### src/asu_cfg.svh
// Register map, field positions, reset values and baud constants of the auxiliary serial port.
// Assumes inclusion by bare name from the design modules and the bench.
`ifndef ASU_CFG_SVH
`define ASU_CFG_SVH
`define ASU_IDX_STATUS   2'h0
`define ASU_IDX_RXBYTE   2'h1
`define ASU_IDX_TXBYTE   2'h2
`define ASU_MODE_HI      7
`define ASU_MODE_LO      5
`define ASU_BIT_RTS      4
`define ASU_BIT_CTS      3
`define ASU_BIT_OVF      2
`define ASU_BIT_RXW      1
`define ASU_BIT_TXE      0
`define ASU_MODE_OFF     3'h7
`define ASU_MODE_RESET   3'h7
`define ASU_CLK_HZ       200000000
`define ASU_OVERSAMPLE   16
`define ASU_BAUD0        115200
`define ASU_BAUD1        57600
`define ASU_BAUD2        38400
`define ASU_BAUD3        19200
`define ASU_BAUD4        9600
`define ASU_BAUD5        4800
`define ASU_BAUD6        2400
`define ASU_RX_DEPTH     5
`define ASU_TX_DEPTH     1
`endif

### src/asu_pkg.sv
// Types shared by the auxiliary serial port modules.
// Assumes nothing beyond the configuration header.
package asu_pkg;
  typedef enum logic [3:0] {
    ASU_TX_IDLE  = 4'h1,
    ASU_TX_START = 4'h2,
    ASU_TX_DATA  = 4'h4,
    ASU_TX_STOP  = 4'h8
  } asu_tx_state_t;
  typedef enum logic [3:0] {
    ASU_RX_IDLE  = 4'h1,
    ASU_RX_START = 4'h2,
    ASU_RX_DATA  = 4'h4,
    ASU_RX_STOP  = 4'h8
  } asu_rx_state_t;
endpackage

### src/asu_stream_if.sv
// Valid/ready byte stream carried between the serial port and its queues.
// Assumes one clock shared by both ends.
`timescale 1ns/1ps
interface asu_stream_if #(parameter int W = 8);
  logic         valid;
  logic         ready;
  logic [W-1:0] data;
  modport src (output valid, output data, input ready);
  modport snk (input valid, input data, output ready);
endinterface

### src/asu_fifo.sv
// Small first-in first-out queue with registered head data.
// Assumes a single clock; the head word is valid whenever rd.valid is high.
`timescale 1ns/1ps
module asu_fifo #(
  parameter int W     = 8,
  parameter int DEPTH = 4
) (
  // Clock and reset
  input  wire logic clk_in,
  input  wire logic resetn_in,
  // Streams
  asu_stream_if.snk wr,
  asu_stream_if.src rd
);
  localparam int AW = (DEPTH > 1) ? $clog2(DEPTH) : 1;
  localparam int CW = $clog2(DEPTH + 1);
  localparam logic [AW-1:0] LAST = AW'(DEPTH - 1);
  localparam logic [CW-1:0] FULL = CW'(DEPTH);

  generate
    if (DEPTH < 1 || W < 1) begin : g_bad
      $error("asu_fifo needs DEPTH and W of at least one");
    end
  endgenerate

  typedef struct packed {
    logic [DEPTH-1:0][W-1:0] mem;
    logic [AW-1:0]           wptr;
    logic [AW-1:0]           rptr;
    logic [CW-1:0]           count;
    logic [W-1:0]            head;
  } asu_fifo_st_t;

  asu_fifo_st_t s_reg;
  asu_fifo_st_t s_next;
  logic         push;
  logic         pop;

  assign wr.ready = (s_reg.count != FULL);
  assign rd.valid = (s_reg.count != '0);
  assign rd.data  = s_reg.head;
  assign push     = wr.valid & wr.ready;
  assign pop      = rd.valid & rd.ready;

  always_comb begin
    s_next = s_reg;
    if (push) begin
      s_next.mem[s_reg.wptr] = wr.data;
      s_next.wptr = (s_reg.wptr == LAST) ? '0 : s_reg.wptr + 1'b1;
    end
    if (pop) begin
      s_next.rptr = (s_reg.rptr == LAST) ? '0 : s_reg.rptr + 1'b1;
    end
    s_next.count = s_reg.count + CW'(push) - CW'(pop);
    // The head register follows the updated memory so a word written into an empty queue shows at once.
    s_next.head = s_next.mem[s_next.rptr];
  end

  always_ff @(posedge clk_in or negedge resetn_in) begin
    if (!resetn_in) begin
      s_reg <= '0;
    end else begin
      s_reg <= s_next;
    end
  end
endmodule

### src/asu_baud.sv
// Oversampling tick generator for the seven fixed line rates.
// Assumes the mode code is stable between changes made by software.
`timescale 1ns/1ps
`include "asu_cfg.svh"
module asu_baud #(
  parameter int CLK_HZ = `ASU_CLK_HZ
) (
  // Clock and reset
  input  wire logic       clk_in,
  input  wire logic       resetn_in,
  // Rate selection
  input  wire logic [2:0] mode_in,
  output logic            tick_out
);
  localparam int OS = `ASU_OVERSAMPLE;

  generate
    if (CLK_HZ / (OS * `ASU_BAUD0) < 2 || CLK_HZ / (OS * `ASU_BAUD6) > 65535) begin : g_bad
      $error("asu_baud cannot divide this clock to the line rates");
    end
  endgenerate

  typedef struct packed {
    logic [15:0] cnt;
    logic        tick;
  } asu_baud_st_t;

  asu_baud_st_t s_reg;
  asu_baud_st_t s_next;
  logic [15:0]  div;

  always_comb begin
    case (mode_in)
      3'h0:    div = 16'(CLK_HZ / (OS * `ASU_BAUD0));
      3'h1:    div = 16'(CLK_HZ / (OS * `ASU_BAUD1));
      3'h2:    div = 16'(CLK_HZ / (OS * `ASU_BAUD2));
      3'h3:    div = 16'(CLK_HZ / (OS * `ASU_BAUD3));
      3'h4:    div = 16'(CLK_HZ / (OS * `ASU_BAUD4));
      3'h5:    div = 16'(CLK_HZ / (OS * `ASU_BAUD5));
      default: div = 16'(CLK_HZ / (OS * `ASU_BAUD6));
    endcase
    s_next      = s_reg;
    s_next.tick = 1'b0;
    // A rate change may shorten the divisor below the count, so compare with at-or-above.
    if (s_reg.cnt >= div - 16'h0001) begin
      s_next.cnt  = 16'h0000;
      s_next.tick = (mode_in != `ASU_MODE_OFF);
    end else begin
      s_next.cnt = s_reg.cnt + 16'h0001;
    end
  end

  assign tick_out = s_reg.tick;

  always_ff @(posedge clk_in or negedge resetn_in) begin
    if (!resetn_in) begin
      s_reg <= '0;
    end else begin
      s_reg <= s_next;
    end
  end
endmodule

### src/asu_uart.sv
// Auxiliary serial port: register slave, receive queue, one-byte transmit holding queue and 8N1 line engine.
// Assumes an Avalon-MM master on clk_in and an asynchronous serial partner on the line pins.
// Function
// - Status bits 7-5 form a read/write mode field for rate and setting.
// - Modes 0-6 select 115200 down to 2400 baud, all 8N1.
// - Mode seven turns the port off and silences the interrupt.
// - Status bit 4 is writable and drives the request-to-send line.
// - Status bit 3 reads the clear-to-send input level.
// - Status bit 2 reads back the receive overflow flag.
// - Status bit 1 is set while a received byte waits.
// - Status bit 0 is set while the transmit buffer can take a byte.
// - Reading offset one returns the oldest received byte.
// - Writing offset two queues a byte for transmission.
// - Five received bytes are queued; one byte waits for transmission.
// - The interrupt stays high while received data waits.
// - The interrupt also rises when the transmit buffer turns empty.
// - Reading status clears the pending interrupt.
// - Standard build uses transmit, receive, request and clear-to-send lines.
// - Reduced build uses only the data lines; handshakes stay unused.
//
// Design decision made here: register access over Avalon-MM.
`timescale 1ns/1ps
`include "asu_cfg.svh"
module asu_uart #(
  parameter int CLK_HZ    = `ASU_CLK_HZ,
  parameter bit HANDSHAKE = 1'b1
) (
  // Clock and reset
  input  wire logic        clk_in,
  input  wire logic        resetn_in,
  // Avalon-MM slave
  input  wire logic [3:0]  avs_address_in,
  input  wire logic        avs_read_in,
  input  wire logic        avs_write_in,
  input  wire logic [3:0]  avs_byteenable_in,
  input  wire logic [31:0] avs_writedata_in,
  output logic      [31:0] avs_readdata_out,
  output logic             avs_waitrequest_out,
  // Serial line
  input  wire logic        rxd_in,
  output logic             txd_out,
  input  wire logic        cts_in,
  output logic             rts_out,
  // Interrupt
  output logic             irq_out
);
  typedef struct packed {
    logic [2:0]             rxd_s;
    logic [2:0]             cts_s;
    logic                   rxd_f;
    logic                   cts_f;
    logic [2:0]             mode;
    logic                   rts;
    logic                   ovf;
    logic                   tx_pend;
    logic                   tx_empty_d;
    logic                   ack;
    logic [7:0]             rdata;
    logic                   txd;
    asu_pkg::asu_tx_state_t tx_st;
    logic [3:0]             tx_tick;
    logic [2:0]             tx_bit;
    logic [7:0]             tx_sh;
    asu_pkg::asu_rx_state_t rx_st;
    logic [3:0]             rx_tick;
    logic [2:0]             rx_bit;
    logic [7:0]             rx_sh;
  } asu_uart_st_t;

  asu_uart_st_t s_reg;
  asu_uart_st_t s_next;
  logic         tick;
  logic         off;
  logic         req;
  logic         tx_empty;
  logic         rx_push;
  logic         rx_pop;
  logic         tx_push;
  logic         tx_pop;
  logic [7:0]   status;

  asu_stream_if #(.W(8)) rx_wr ();
  asu_stream_if #(.W(8)) rx_rd ();
  asu_stream_if #(.W(8)) tx_wr ();
  asu_stream_if #(.W(8)) tx_rd ();

  asu_fifo #(.W(8), .DEPTH(`ASU_RX_DEPTH)) u_rx_fifo (
    .clk_in    (clk_in),
    .resetn_in (resetn_in),
    .wr        (rx_wr.snk),
    .rd        (rx_rd.src)
  );

  asu_fifo #(.W(8), .DEPTH(`ASU_TX_DEPTH)) u_tx_fifo (
    .clk_in    (clk_in),
    .resetn_in (resetn_in),
    .wr        (tx_wr.snk),
    .rd        (tx_rd.src)
  );

  asu_baud #(.CLK_HZ(CLK_HZ)) u_baud (
    .clk_in    (clk_in),
    .resetn_in (resetn_in),
    .mode_in   (s_reg.mode),
    .tick_out  (tick)
  );

  assign rx_wr.valid = rx_push;
  assign rx_wr.data  = s_reg.rx_sh;
  assign rx_rd.ready = rx_pop;
  assign tx_wr.valid = tx_push;
  assign tx_wr.data  = avs_writedata_in[7:0];
  assign tx_rd.ready = tx_pop;

  assign off      = (s_reg.mode == `ASU_MODE_OFF);
  assign tx_empty = ~tx_rd.valid;
  // The request is served once; waitrequest drops in the cycle after acceptance.
  assign req                 = (avs_read_in | avs_write_in) & ~s_reg.ack;
  assign avs_waitrequest_out = req;
  assign avs_readdata_out    = {24'h000000, s_reg.rdata};

  always_comb begin
    status                             = 8'h00;
    status[`ASU_MODE_HI:`ASU_MODE_LO]  = s_reg.mode;
    status[`ASU_BIT_RTS]               = s_reg.rts;
    status[`ASU_BIT_CTS]               = HANDSHAKE ? s_reg.cts_f : 1'b0;
    status[`ASU_BIT_OVF]               = s_reg.ovf;
    status[`ASU_BIT_RXW]               = rx_rd.valid;
    status[`ASU_BIT_TXE]               = tx_empty;
  end

  always_comb begin
    s_next     = s_reg;
    rx_push    = 1'b0;
    rx_pop     = 1'b0;
    tx_push    = 1'b0;
    tx_pop     = 1'b0;
    s_next.ack = req;
    // Pin inputs: a new level counts only when the second and third stages agree.
    s_next.rxd_s = {s_reg.rxd_s[1:0], rxd_in};
    s_next.cts_s = {s_reg.cts_s[1:0], cts_in};
    if (s_reg.rxd_s[1] == s_reg.rxd_s[2]) begin
      s_next.rxd_f = s_reg.rxd_s[2];
    end
    if (s_reg.cts_s[1] == s_reg.cts_s[2]) begin
      s_next.cts_f = s_reg.cts_s[2];
    end

    // Register reads; unmapped reads return zero.
    if (req && avs_read_in) begin
      if (avs_address_in == {`ASU_IDX_STATUS, 2'b00}) begin
        s_next.rdata   = status;
        s_next.tx_pend = 1'b0;
        s_next.ovf     = 1'b0;
      end else if (avs_address_in == {`ASU_IDX_RXBYTE, 2'b00}) begin
        s_next.rdata = rx_rd.data;
        rx_pop       = rx_rd.valid;
      end else begin
        s_next.rdata = 8'h00;
      end
    end
    // Register writes; unmapped writes are ignored.
    if (req && avs_write_in && avs_byteenable_in[0]) begin
      if (avs_address_in == {`ASU_IDX_STATUS, 2'b00}) begin
        s_next.mode = avs_writedata_in[`ASU_MODE_HI:`ASU_MODE_LO];
        s_next.rts  = avs_writedata_in[`ASU_BIT_RTS];
      end else if (avs_address_in == {`ASU_IDX_TXBYTE, 2'b00}) begin
        tx_push = tx_wr.ready;
      end
    end

    // Transmitter: one bit lasts sixteen ticks.
    case (s_reg.tx_st)
      asu_pkg::ASU_TX_IDLE: begin
        s_next.txd = 1'b1;
        if (tx_rd.valid && !off) begin
          tx_pop         = 1'b1;
          s_next.tx_sh   = tx_rd.data;
          s_next.tx_st   = asu_pkg::ASU_TX_START;
          s_next.txd     = 1'b0;
          s_next.tx_tick = 4'h0;
        end
      end
      asu_pkg::ASU_TX_START: begin
        if (tick) begin
          s_next.tx_tick = s_reg.tx_tick + 4'h1;
          if (s_reg.tx_tick == 4'hf) begin
            s_next.txd    = s_reg.tx_sh[0];
            s_next.tx_sh  = {1'b0, s_reg.tx_sh[7:1]};
            s_next.tx_bit = 3'h0;
            s_next.tx_st  = asu_pkg::ASU_TX_DATA;
          end
        end
      end
      asu_pkg::ASU_TX_DATA: begin
        if (tick) begin
          s_next.tx_tick = s_reg.tx_tick + 4'h1;
          if (s_reg.tx_tick == 4'hf) begin
            if (s_reg.tx_bit == 3'h7) begin
              s_next.txd   = 1'b1;
              s_next.tx_st = asu_pkg::ASU_TX_STOP;
            end else begin
              s_next.txd    = s_reg.tx_sh[0];
              s_next.tx_sh  = {1'b0, s_reg.tx_sh[7:1]};
              s_next.tx_bit = s_reg.tx_bit + 3'h1;
            end
          end
        end
      end
      asu_pkg::ASU_TX_STOP: begin
        if (tick) begin
          s_next.tx_tick = s_reg.tx_tick + 4'h1;
          if (s_reg.tx_tick == 4'hf) begin
            s_next.tx_st = asu_pkg::ASU_TX_IDLE;
          end
        end
      end
      default: begin
        s_next.tx_st = asu_pkg::ASU_TX_IDLE;
        s_next.txd   = 1'b1;
      end
    endcase

    // Receiver: sampling is anchored at the middle of the start bit.
    case (s_reg.rx_st)
      asu_pkg::ASU_RX_IDLE: begin
        if (tick && !s_reg.rxd_f) begin
          s_next.rx_st   = asu_pkg::ASU_RX_START;
          s_next.rx_tick = 4'h0;
        end
      end
      asu_pkg::ASU_RX_START: begin
        if (tick) begin
          s_next.rx_tick = s_reg.rx_tick + 4'h1;
          if (s_reg.rx_tick == 4'h7) begin
            s_next.rx_tick = 4'h0;
            s_next.rx_bit  = 3'h0;
            // A glitch shorter than half a bit is not a start bit.
            s_next.rx_st = s_reg.rxd_f ? asu_pkg::ASU_RX_IDLE : asu_pkg::ASU_RX_DATA;
          end
        end
      end
      asu_pkg::ASU_RX_DATA: begin
        if (tick) begin
          s_next.rx_tick = s_reg.rx_tick + 4'h1;
          if (s_reg.rx_tick == 4'hf) begin
            s_next.rx_sh  = {s_reg.rxd_f, s_reg.rx_sh[7:1]};
            s_next.rx_bit = s_reg.rx_bit + 3'h1;
            if (s_reg.rx_bit == 3'h7) begin
              s_next.rx_st = asu_pkg::ASU_RX_STOP;
            end
          end
        end
      end
      asu_pkg::ASU_RX_STOP: begin
        if (tick) begin
          s_next.rx_tick = s_reg.rx_tick + 4'h1;
          if (s_reg.rx_tick == 4'hf) begin
            s_next.rx_st = asu_pkg::ASU_RX_IDLE;
            // A low stop bit is a framing error and the byte is discarded.
            if (s_reg.rxd_f) begin
              rx_push = rx_wr.ready;
              if (!rx_wr.ready) begin
                s_next.ovf = 1'b1;
              end
            end
          end
        end
      end
      default: begin
        s_next.rx_st = asu_pkg::ASU_RX_IDLE;
      end
    endcase

    // Set wins over the status-read clear.
    s_next.tx_empty_d = tx_empty;
    if (tx_empty && !s_reg.tx_empty_d) begin
      s_next.tx_pend = 1'b1;
    end
    if (off) begin
      s_next.tx_st   = asu_pkg::ASU_TX_IDLE;
      s_next.rx_st   = asu_pkg::ASU_RX_IDLE;
      s_next.txd     = 1'b1;
      s_next.tx_pend = 1'b0;
    end
  end

  assign txd_out = s_reg.txd;
  assign rts_out = HANDSHAKE ? s_reg.rts : 1'b0;
  assign irq_out = ~off & (rx_rd.valid | s_reg.tx_pend);

  always_ff @(posedge clk_in or negedge resetn_in) begin
    if (!resetn_in) begin
      s_reg         <= '0;
      s_reg.rxd_s   <= 3'h7;
      s_reg.cts_s   <= 3'h0;
      s_reg.rxd_f   <= 1'b1;
      s_reg.mode    <= `ASU_MODE_RESET;
      s_reg.txd     <= 1'b1;
      s_reg.tx_empty_d <= 1'b1;
      s_reg.tx_st   <= asu_pkg::ASU_TX_IDLE;
      s_reg.rx_st   <= asu_pkg::ASU_RX_IDLE;
    end else begin
      s_reg <= s_next;
    end
  end

  localparam int ANS_MAX = 1;

  a_off_irq_quiet: assert property (@(posedge clk_in) disable iff (!resetn_in)
    off |-> !irq_out ##1 (s_reg.tx_st == asu_pkg::ASU_TX_IDLE && !s_reg.tx_pend && txd_out))
    else $error("port not quiet while off");
  a_rx_level_irq: assert property (@(posedge clk_in) disable iff (!resetn_in)
    (!off && rx_rd.valid) |-> irq_out) else $error("interrupt low while receive data waits");
  a_tx_edge_irq: assert property (@(posedge clk_in) disable iff (!resetn_in)
    (!off && !$past(off) && tx_empty && !s_reg.tx_empty_d) |=> (off || (irq_out && s_reg.tx_pend)))
    else $error("no interrupt on transmit empty");
  a_status_read_clear: assert property (@(posedge clk_in) disable iff (!resetn_in)
    (req && avs_read_in && avs_address_in == 4'h0 && !(tx_empty && !s_reg.tx_empty_d)) |=> !s_reg.tx_pend)
    else $error("status read left interrupt pending");
  a_rts_drive: assert property (@(posedge clk_in) disable iff (!resetn_in)
    (req && avs_write_in && avs_byteenable_in[0] && avs_address_in == 4'h0) |=> ##1
    (rts_out == (HANDSHAKE & $past(avs_writedata_in[4], 2)))) else $error("request-to-send does not follow bit 4");
  a_overflow_set: assert property (@(posedge clk_in) disable iff (!resetn_in)
    (tick && s_reg.rx_st == asu_pkg::ASU_RX_STOP && s_reg.rx_tick == 4'hf && s_reg.rxd_f && !rx_wr.ready && !off)
    |=> s_reg.ovf && $stable(rx_rd.valid)) else $error("overflow not flagged");
  a_status_flags: assert property (@(posedge clk_in) disable iff (!resetn_in)
    (s_reg.ack && avs_read_in && avs_address_in == 4'h0) |-> (avs_readdata_out[1] == $past(rx_rd.valid)
    && avs_readdata_out[0] == $past(tx_empty))) else $error("status flags disagree with queues");
  a_idle_line_high: assert property (@(posedge clk_in) disable iff (!resetn_in)
    (s_reg.tx_st == asu_pkg::ASU_TX_IDLE || s_reg.tx_st == asu_pkg::ASU_TX_STOP) |-> txd_out)
    else $error("line not high outside a character");
  a_start_bit_low: assert property (@(posedge clk_in) disable iff (!resetn_in)
    $rose(s_reg.tx_st == asu_pkg::ASU_TX_START) |-> !txd_out) else $error("start bit not low");
  a_bus_answer: assert property (@(posedge clk_in) disable iff (!resetn_in)
    (avs_read_in || avs_write_in) |-> ##[0:ANS_MAX] !avs_waitrequest_out) else $error("bus request not answered");

  c_rx_byte: cover property (@(posedge clk_in) disable iff (!resetn_in) rx_push);
  c_overflow: cover property (@(posedge clk_in) disable iff (!resetn_in) $rose(s_reg.ovf));
  c_tx_start: cover property (@(posedge clk_in) disable iff (!resetn_in) tx_pop);
  c_irq: cover property (@(posedge clk_in) disable iff (!resetn_in) $rose(irq_out));
endmodule

### config.mk
export PLATFORM = sky130hd
export DESIGN_NAME = asu_uart
export DESIGN_NICKNAME = d
export VERILOG_FILES = /design/src/asu_pkg.sv /design/src/asu_stream_if.sv /design/src/asu_fifo.sv /design/src/asu_baud.sv /design/src/asu_uart.sv
export VERILOG_INCLUDE_DIRS = /design/src
export SDC_FILE = /design/constraint.sdc
export NUM_CORES = 1
export LEC_CHECK = 0
export BUFFER_PORTS_ARGS = -buffer_cell sky130_fd_sc_hd__buf_2
export CAP_MARGIN = 20
export CORE_MARGIN = 5
export CORE_UTILIZATION = 45
export CTS_BUF_LIST = sky130_fd_sc_hd__clkbuf_8
export DETAILED_ROUTE_END_ITERATION = 8
export MAX_ROUTING_LAYER = met4
export PLACE_DENSITY = 0.68
export SYNTH_ARGS = -nofsm -noshare
export SYNTH_HDL_FRONTEND = slang
export SYNTH_SLANG_ARGS = --single-unit
### constraint.sdc
create_clock -name clk_in -period 3.1 [get_ports clk_in]
set_clock_uncertainty 0.15 [all_clocks]
set_input_delay 0.31 -clock clk_in [delete_from_list [all_inputs] [get_ports clk_in]]
set_output_delay 0.31 -clock clk_in [all_outputs]
set_load 0.02 [all_outputs]
==> results of run 1 <==
## timing repair
| action | in CTS | in global routing |
|---|---|---|
| hold buffers | 13 | 0 |
| setup endpoints to repair | 0 | 17 |
| gates resized for setup | 0 | 2 |
| endpoints found under the hold margin | 83 | 0 |
| buffers inserted | 0 | 0 |
## cell families after synthesis
kind of cell               Yosys count
AOI/OAI and AO/OA                  137
DFF                                146
adders and majority gates           33
muxes                               64
other                                2
and+or+nand+nor                    242
buffers and inverters               80
xor gates and xnor gates            23
## placed cells by master, fill, tap and decap left out, types with 3 or more instances in the layout
master and n:
dfrtp_1 135, nand2_1 87, mux2_2 53, nor2_1 44, a21oi_1 35, o21ai_0 32, ha_1 30, buf_2 29
conb_1 27, nand3_1 26, inv_1 22, buf_4 22, clkbuf_8 17, nand2b_1 15, or3_1 13, dlygate4sd3_1 13
xnor2_1 12, nor3_1 11, xor2_1 11, dfstp_2 11, a22oi_1 10, mux2i_1 10, o311ai_1 8, o211ai_2 8
a21o_1 7, nand3b_1 6, and3_1 6, nor2b_1 5, a32oi_1 5, clkinvlp_4 5, and4_1 4, nand4_1 4
nor4_1 4, a22o_1 4, nor3b_1 4, a221o_1 4, inv_6 4, o21bai_1 3, clkinv_4 3
## how the worst max path moves through the flow
stage	to	slack (ns)	cells past startpoint	start
finish	u_baud.s_reg[15]	0.18	14	s_reg[52]
CTS	u_baud.s_reg[15]	0.11	14	s_reg[52]
global route	u_baud.s_reg[13]	0.02	14	s_reg[52]
detailed placement	u_baud.s_reg[15]	0.14	14	s_reg[52]
global placement	u_baud.s_reg[4]	0.20	14	s_reg[52]
floorplan	u_baud.s_reg[10]	0.04	13	s_reg[54]
## metal layers
metal / GRT usage / wire, um / part of all wire
met1: 0.232 / 7660 / 0.49
met2: 0.256 / 7470 / 0.47
met3: 0.0412 / 534 / 0.034
met4: 0.0474 / 125 / 0.0079
met5: - / 0 / 0
## cell usage after synthesis (all sizes together) (3+ instances only)
cell | count | area [um2]
dfrtp | 135 | 3380
nand2 | 87 | 327
mux2 | 53 | 597
nor2 | 44 | 165
buf | 39 | 285
a21oi | 37 | 200
o21ai | 35 | 175
ha | 30 | 375
nand3 | 26 | 130
inv | 23 | 86.3
clkbuf | 17 | 63.8
nand2b | 15 | 93.8
nor3 | 13 | 65.1
or3 | 13 | 81.3
xnor2 | 12 | 105
dfstp | 11 | 289
mux2i | 11 | 114
xor2 | 11 | 96.3
a22oi | 10 | 75.1
o211ai | 8 | 100
o311ai | 8 | 70.1
a21o | 7 | 52.6
and3 | 6 | 37.5
nand3b | 6 | 45.0
a32oi | 5 | 43.8
nor2b | 5 | 31.3
nor4 | 5 | 37.5
a221o | 4 | 40.0
a22o | 4 | 35.0
and4 | 4 | 35.0
nand4 | 4 | 25.0
nor3b | 4 | 30.0
o21bai | 3 | 22.5
## layout make-up
| class | instances | area [um2] |
|---|---|---|
| multi-input combinational | 526 | 3630 |
| clock buffer | 17 | 234 |
| timing repair buffer | 67 | 492 |
| sequential | 146 | 3670 |
| inverter | 24 | 95.1 |
| fill | 1475 | 8020 |
| clock inverter | 15 | 173 |
| tap | 220 | 275 |
## through the flow
| step | area, um2 | utilization |
|---|---|---|
| floorplan | 7720 | - |
| global placement | 8020 | 0.483 |
| detailed placement | 8020 | 0.483 |
| CTS | 8550 | 0.516 |
| global route | 8560 | 0.516 |
| finish | 8560 | 0.516 |
## worst register-to-register path, cell delays in order, from the launching register on
cell and delay, ns:
dfstp_2 0.53, inv_1 0.05, nor2_1 0.12, mux2_2 0.18, nand2_1 0.06, ha_1 0.20
xnor2_1 0.14, ha_1 0.18, a211o_1 0.28, a21oi_1 0.10, o21ai_0 0.13, a221oi_2 0.27
o21ai_2 0.11, buf_4 0.18, a21oi_1 0.16
## power by group through the flow
stage	Combinational, uW	Sequential [uW]	Clock [uW]
final	1700	2450	1530
after global routing	1900	2490	1660
after CTS	1690	2440	1570
after detailed placement	1670	2480	0
after global placement	1640	2470	0
after floorplan	1300	2380	0
==> summary.txt, run 1 <==
Worst setup path
  • Worst Setup End Kind: flip-flop
  • WP data required: around 3.3 ns
  • Reg-to-Reg End: u_baud.s_reg[15]
  • Flop2flop setup slack: 0.18 ns
  • Worst path max stage delay: roughly 0.53 ns
  • Crit path max fanout: 8
  • R2R Path Start: s_reg[52]
  • Crit Path Class: reg -> reg
  • Setup crit start kind: flip-flop
  • CP top delay family: compound AO/OA/AOI/OAI gates
  • CP Cell Sequence: inv_1 > nor2_1 > mux2_2 > nand2_1 > ha_1 > xnor2_1 > ha_1 > a211o_1 > a21oi_1 > o21ai_0 > a221oi_2 > o21ai_2 > buf_4 > a21oi_1
  • FF-to-FF path depth: 14
  • Buffer and inverter count on the worst path: 2
  • CP max-delay cell: dfstp_2
  • Worst EP arrival: between 3 and 4 ns

STA
  • Fin crit share: 0.941
  • Final hold slack: between 0.2 and 0.25 ns
  • # setup viols final: 0
  • Final WS setup: 0.182 ns
  • Fmax achieved: between 0.3 and 0.4 GHz
  • RSZ-0062 raised after global routing: no
  • Pins Over Slew Limit: 0
  • Total count of hold-check failures in the final report: 0
  • Relative slew slack: 0.375
  • Pin slew with the least headroom to its limit: just over 0.9 ns
  • Minimum clock period: 2.92 ns
  • Setup TNS: 0 ns

Floorplanning
  • Rows: 47
  • Die area: 0.0196 mm2
  • Die H: 140 um
  • I/O Pins: 82
  • Core ar.: 0.0166 mm2
  • Initial cell density of the core: 0.460
  • Die Wd: about 140 um

Synthesis
  • Post-synthesis compound-gate area fraction: 0.128
  • Commonest register cell after synthesis: dfrtp_1
  • Netlist Area Pre-Place: between 0.007 and 0.008 mm2
  • Sequential element share of the synthesized area: 0.481
  • Mapped Avg Cell Area: 10.5 um2
  • Post-Synth Simple-Gate Area: 0.158
  • Synth warnings: 0
  • Yosys cell types: between 70 and 80
  • XOR/XNOR Fraction of Synth Area: 0.0264
  • Post-Syn Instances: ~730
  • FF+latch count, synth: 146
  • Number of synthesized flops with an enable pin: 0
  • Main combinational cell family by area after synthesis: simple AND/OR/NAND/NOR gates
  • Multiplexer share of the synthesized area: 0.0932
  • FFs w/ async S/R, synth: 1.00
  • Post-Synth Adder-Cell Area: 0.0545

Routing
  • DRC violations left: 0
  • Final wirelength: about 16 mm
  • DRT Pass-1 Iters: 5
  • Routed len/inst: ~16 um
  • DR vias: 5367
  • 1st-iter DRT viols: around 360
  • Post-DRT Antenna Nets: 0
  • Vias per cell: roughly 5.3

Power and ir drop
  • Power share of the clock group: 0.269
  • Switch share: 0.357
  • Power Density: 663 mW/mm2
  • Pwr Total: 5670 uW
  • Comb pwr share: 0.300
  • P_int: 3650 uW
  • Worst vdd ir: about 350 uV
  • Switching power: 2030 uW
  • Sequential share of power: 0.431
  • Total leakage power: about 0.0042 uW

Flow run
  • MaxCap Viol Count: 0

Clocking
  • Root buf cell: clkbuf_8
  • CTS Buf Count: 17
  • CTS tree: yes
  • Clock sinks: between 100 and 150
  • CTS H-tree depth: 4
  • CTS max path bufs: 2
  • Reg clk slew, reported paths: about 0.090 ns
  • Clock latency on the worst-skew pair: roughly 0.45 ns

Placement
  • Placement Setup Slack: ~0.14 ns
  • HPWL after DPL: roughly 11 mm
  • Placed Cells: between 900 and 1000
  • GPL Wtd Cong: 0.829
  • PortBufs: 30

Layout
  • Share of cells above drive strength 1: 0.223
  • Antenna cells: 0
  • Layout Area Growth over Synthesis: 12.3%
  • Final net count: 859
  • Max FFs per register: around 50
  • Layout Cells excl Fill: approximately 1000

GRT
  • First-pass GRT wire length: 26.6 mm
  • Global route total overflow: 0
  • Initial antenna violation count: 0
  • Largest net degree at the start of global routing: 77
  • Total GRT Usage: 0.170
  • Vias in the first global route: between 5000 and 6000

Min path
  • Hold Path Sink: s_next[62]
  • Hold Crit Class: reg -> reg
  • Hold path cells: 0
  • Worst Min Path Start: s_next[61]

Run status
  • Status: finished clean
(Power assumes the default switching activity.)
==> run 2: changes to the inputs <==
HOLD_SLACK_MARGIN = 0.02   (was unset)
clock period = 2.67 ns   (was 3.1 ns; I/O delays follow)
==> run 2 against run 1 <==
  * The flow now finishes with violations (negative setup slack)
  * Fmax fell by 0.35%
  * Core utilization rose by 2.6 points
  * Cell count rose by 3.5%
  * Sequential share of layout area fell by 2.1 points
  * Register-to-register slack got worse by 0.44 ns
  * Clock power rose by 17%
  * Die area did not move
  * First-iteration DRC count fell by 16%
  * Power rose by 22%
  * Cell area rose by 5.1%
  * Critical path type unchanged
  * Critical endpoint is now u_baud.tick_out
==> summary.txt, run 2 (synthesis results as in run 1) <==
Run status
  • Status: finished, violations left
  • Failing checks: negative setup slack

Clocking
  • CTS H-tree depth: 4
  • CTS tree: yes
  • Reg clk slew, reported paths: around 0.080 ns
  • Clock sinks: roughly 150
  • Root buf cell: clkbuf_8
  • CTS Buf Count: 17
  • CTS max path bufs: 2
  • Clock latency on the worst-skew pair: roughly 0.45 ns

STA
  • Pins Over Slew Limit: 0
  • Total count of hold-check failures in the final report: 0
  • RSZ-0062 raised after global routing: yes
  • Relative slew slack: 0.463
  • # setup viols final: 17
  • Fmax achieved: roughly 0.34 GHz
  • Final WS setup: -0.258 ns
  • Minimum clock period: 2.93 ns
  • Pin slew with the least headroom to its limit: ~0.81 ns
  • Fin crit share: 1.10
  • Final hold slack: 0.126 ns

Worst setup path
  • Flop2flop setup slack: -0.26 ns
  • Buffer and inverter count on the worst path: 1
  • WP data required: approximately 2.9 ns
  • Reg-to-Reg End: u_baud.tick_out
  • Worst Setup End Kind: flip-flop
  • CP Cell Sequence: nor2_4 > mux2_4 > nand2_4 > ha_4 > xnor2_2 > ha_2 > a211o_1 > a21oi_2 > o21ai_2 > a221oi_2 > buf_4 > o21ai_4 > a31o_2
  • Setup crit start kind: flip-flop
  • CP max-delay cell: dfstp_2
  • Worst EP arrival: 3.11 ns
  • Critical Path End: u_baud.tick_out
  • Crit path depth: 13
  • Crit path max fanout: 7
  • Worst Setup SP: s_reg[54]
  • FF-to-FF path depth: 13
  • CP top delay family: compound AO/OA/AOI/OAI gates
  • Crit Path Class: reg -> reg
  • R2R Path Start: s_reg[54]
  • Worst path max stage delay: 0.61 ns

Layout
  • Layout Cells excl Fill: ~1100
  • Utilization after layout: 0.543
  • Design area: approximately 0.009 mm2
  • Commonest non-fill, non-tap cell in the layout: dfrtp_1
  • Share of cells above drive strength 1: 0.284
  • Commonest cells after routing, fill and taps aside: 135 x dfrtp_1, 86 x nand2_1, 52 x mux2_2, 50 x buf_4, 42 x nor2_1
  • Antenna cells: 0
  • Fill count: roughly 1500
  • Max FFs per register: 49
  • Layout Area Growth over Synthesis: 18.1%
  • Multi-input gate area: roughly 0.0038 mm2
  • Final net count: about 900
  • Reg area: 0.00367 mm2

GRT
  • Global route total overflow: 0
  • First-pass GRT wire length: 28.6 mm
  • Largest net degree at the start of global routing: 84
  • Total GRT Usage: 0.183
  • Vias in the first global route: 5887
  • Initial antenna violation count: 0

Routing
  • DRC violations left: 0
  • 1st-iter DRT viols: 300
  • Post-DRT Antenna Nets: 0
  • Final wirelength: between 15 and 20 mm
  • Vias per cell: approximately 5.4
  • Routed len/inst: 16.3 um
  • DRT Pass-1 Iters: 5
  • DR vias: ~5700

Min path
  • Hold Crit Class: in -> reg
  • Hold path cells: 5

Placement
  • Placed Cells: 1000
  • PortBufs: 30
  • GPL Wtd Cong: 0.849
  • DP Area: just over 0.008 mm2
  • HPWL after DPL: ~12 mm

Power and ir drop
  • Pwr Total: roughly 7000 uW
  • Power Density: ~770 mW/mm2
  • Worst vdd ir: between 400 and 500 uV
  • Total leakage power: 0.00442 uW

Floorplanning
  • Core ar.: approximately 0.017 mm2
  • Initial cell density of the core: 0.460
  • Rows: 47
  • Die area: about 0.02 mm2
  • I/O Pins: between 80 and 90
  • Die Wd: ~140 um
  • Die H: 140 um

Flow run
  • MaxCap Viol Count: 0
## run 2: per-layer routing
metal  up-vias  GRT usage  wire, um
li1       2717          -         -
met1      2858      0.227      7590
met2       118      0.301      8530
met3        30     0.0344       647
met4         0     0.0632       364
met5         -          -         0
## run 2: timing repair
action | CTS | global route
cloned | 1 | 0
setup buffers | 4 | 1
endpoints found under the setup margin | 17 | 27
resized for setup | 6 | 16
pin swaps | 6 | 6
hold endpoints to repair | 83 | 0
hold buffers | 13 | 0
## run 2: worst min-delay path, stage by stage
cell	delay (ns)
buf_2	0.11
nand3b_1	0.09
nor2_1	0.10
nand2_1	0.08
o21ai_0	0.07
## run 2: layout make-up
type / instances / area share
multi-input cells: 527 / 0.417
flip-flops and latches: 146 / 0.407
repair buffers: 102 / 0.0877
well taps: 220 / 0.0306
clock buffers: 18 / 0.0275
clock inverters: 14 / 0.0182
inverters: 24 / 0.0111
## run 2: power breakdown
part	switching (uW)	internal (uW)
Sequential	311	2530
Clock	845	946
Combinational	1240	1030
## run 2: stage by stage
stage                     setup TNS (ns)  worst slack, ns
final                              -2.58           -0.258
after global routing               -5.30           -0.407
after CTS                          -1.99           -0.183
after detailed placement           -3.97           -0.251
after global placement             -2.51           -0.177
after floorplan                        0          0.00480
## run 2: worst min path at each step
stage                                    start  slack, ns             endpoint
final                     avs_byteenable_in[0]       0.13            s_reg[52]
after global routing      avs_byteenable_in[0]       0.16            s_reg[52]
after CTS                 avs_byteenable_in[0]       0.09            s_reg[52]
after detailed placement            s_next[58]       0.19           s_next[59]
after global placement              s_next[58]       0.19           s_next[59]
after floorplan                      resetn_in      -0.18  avs_readdata_out[0]
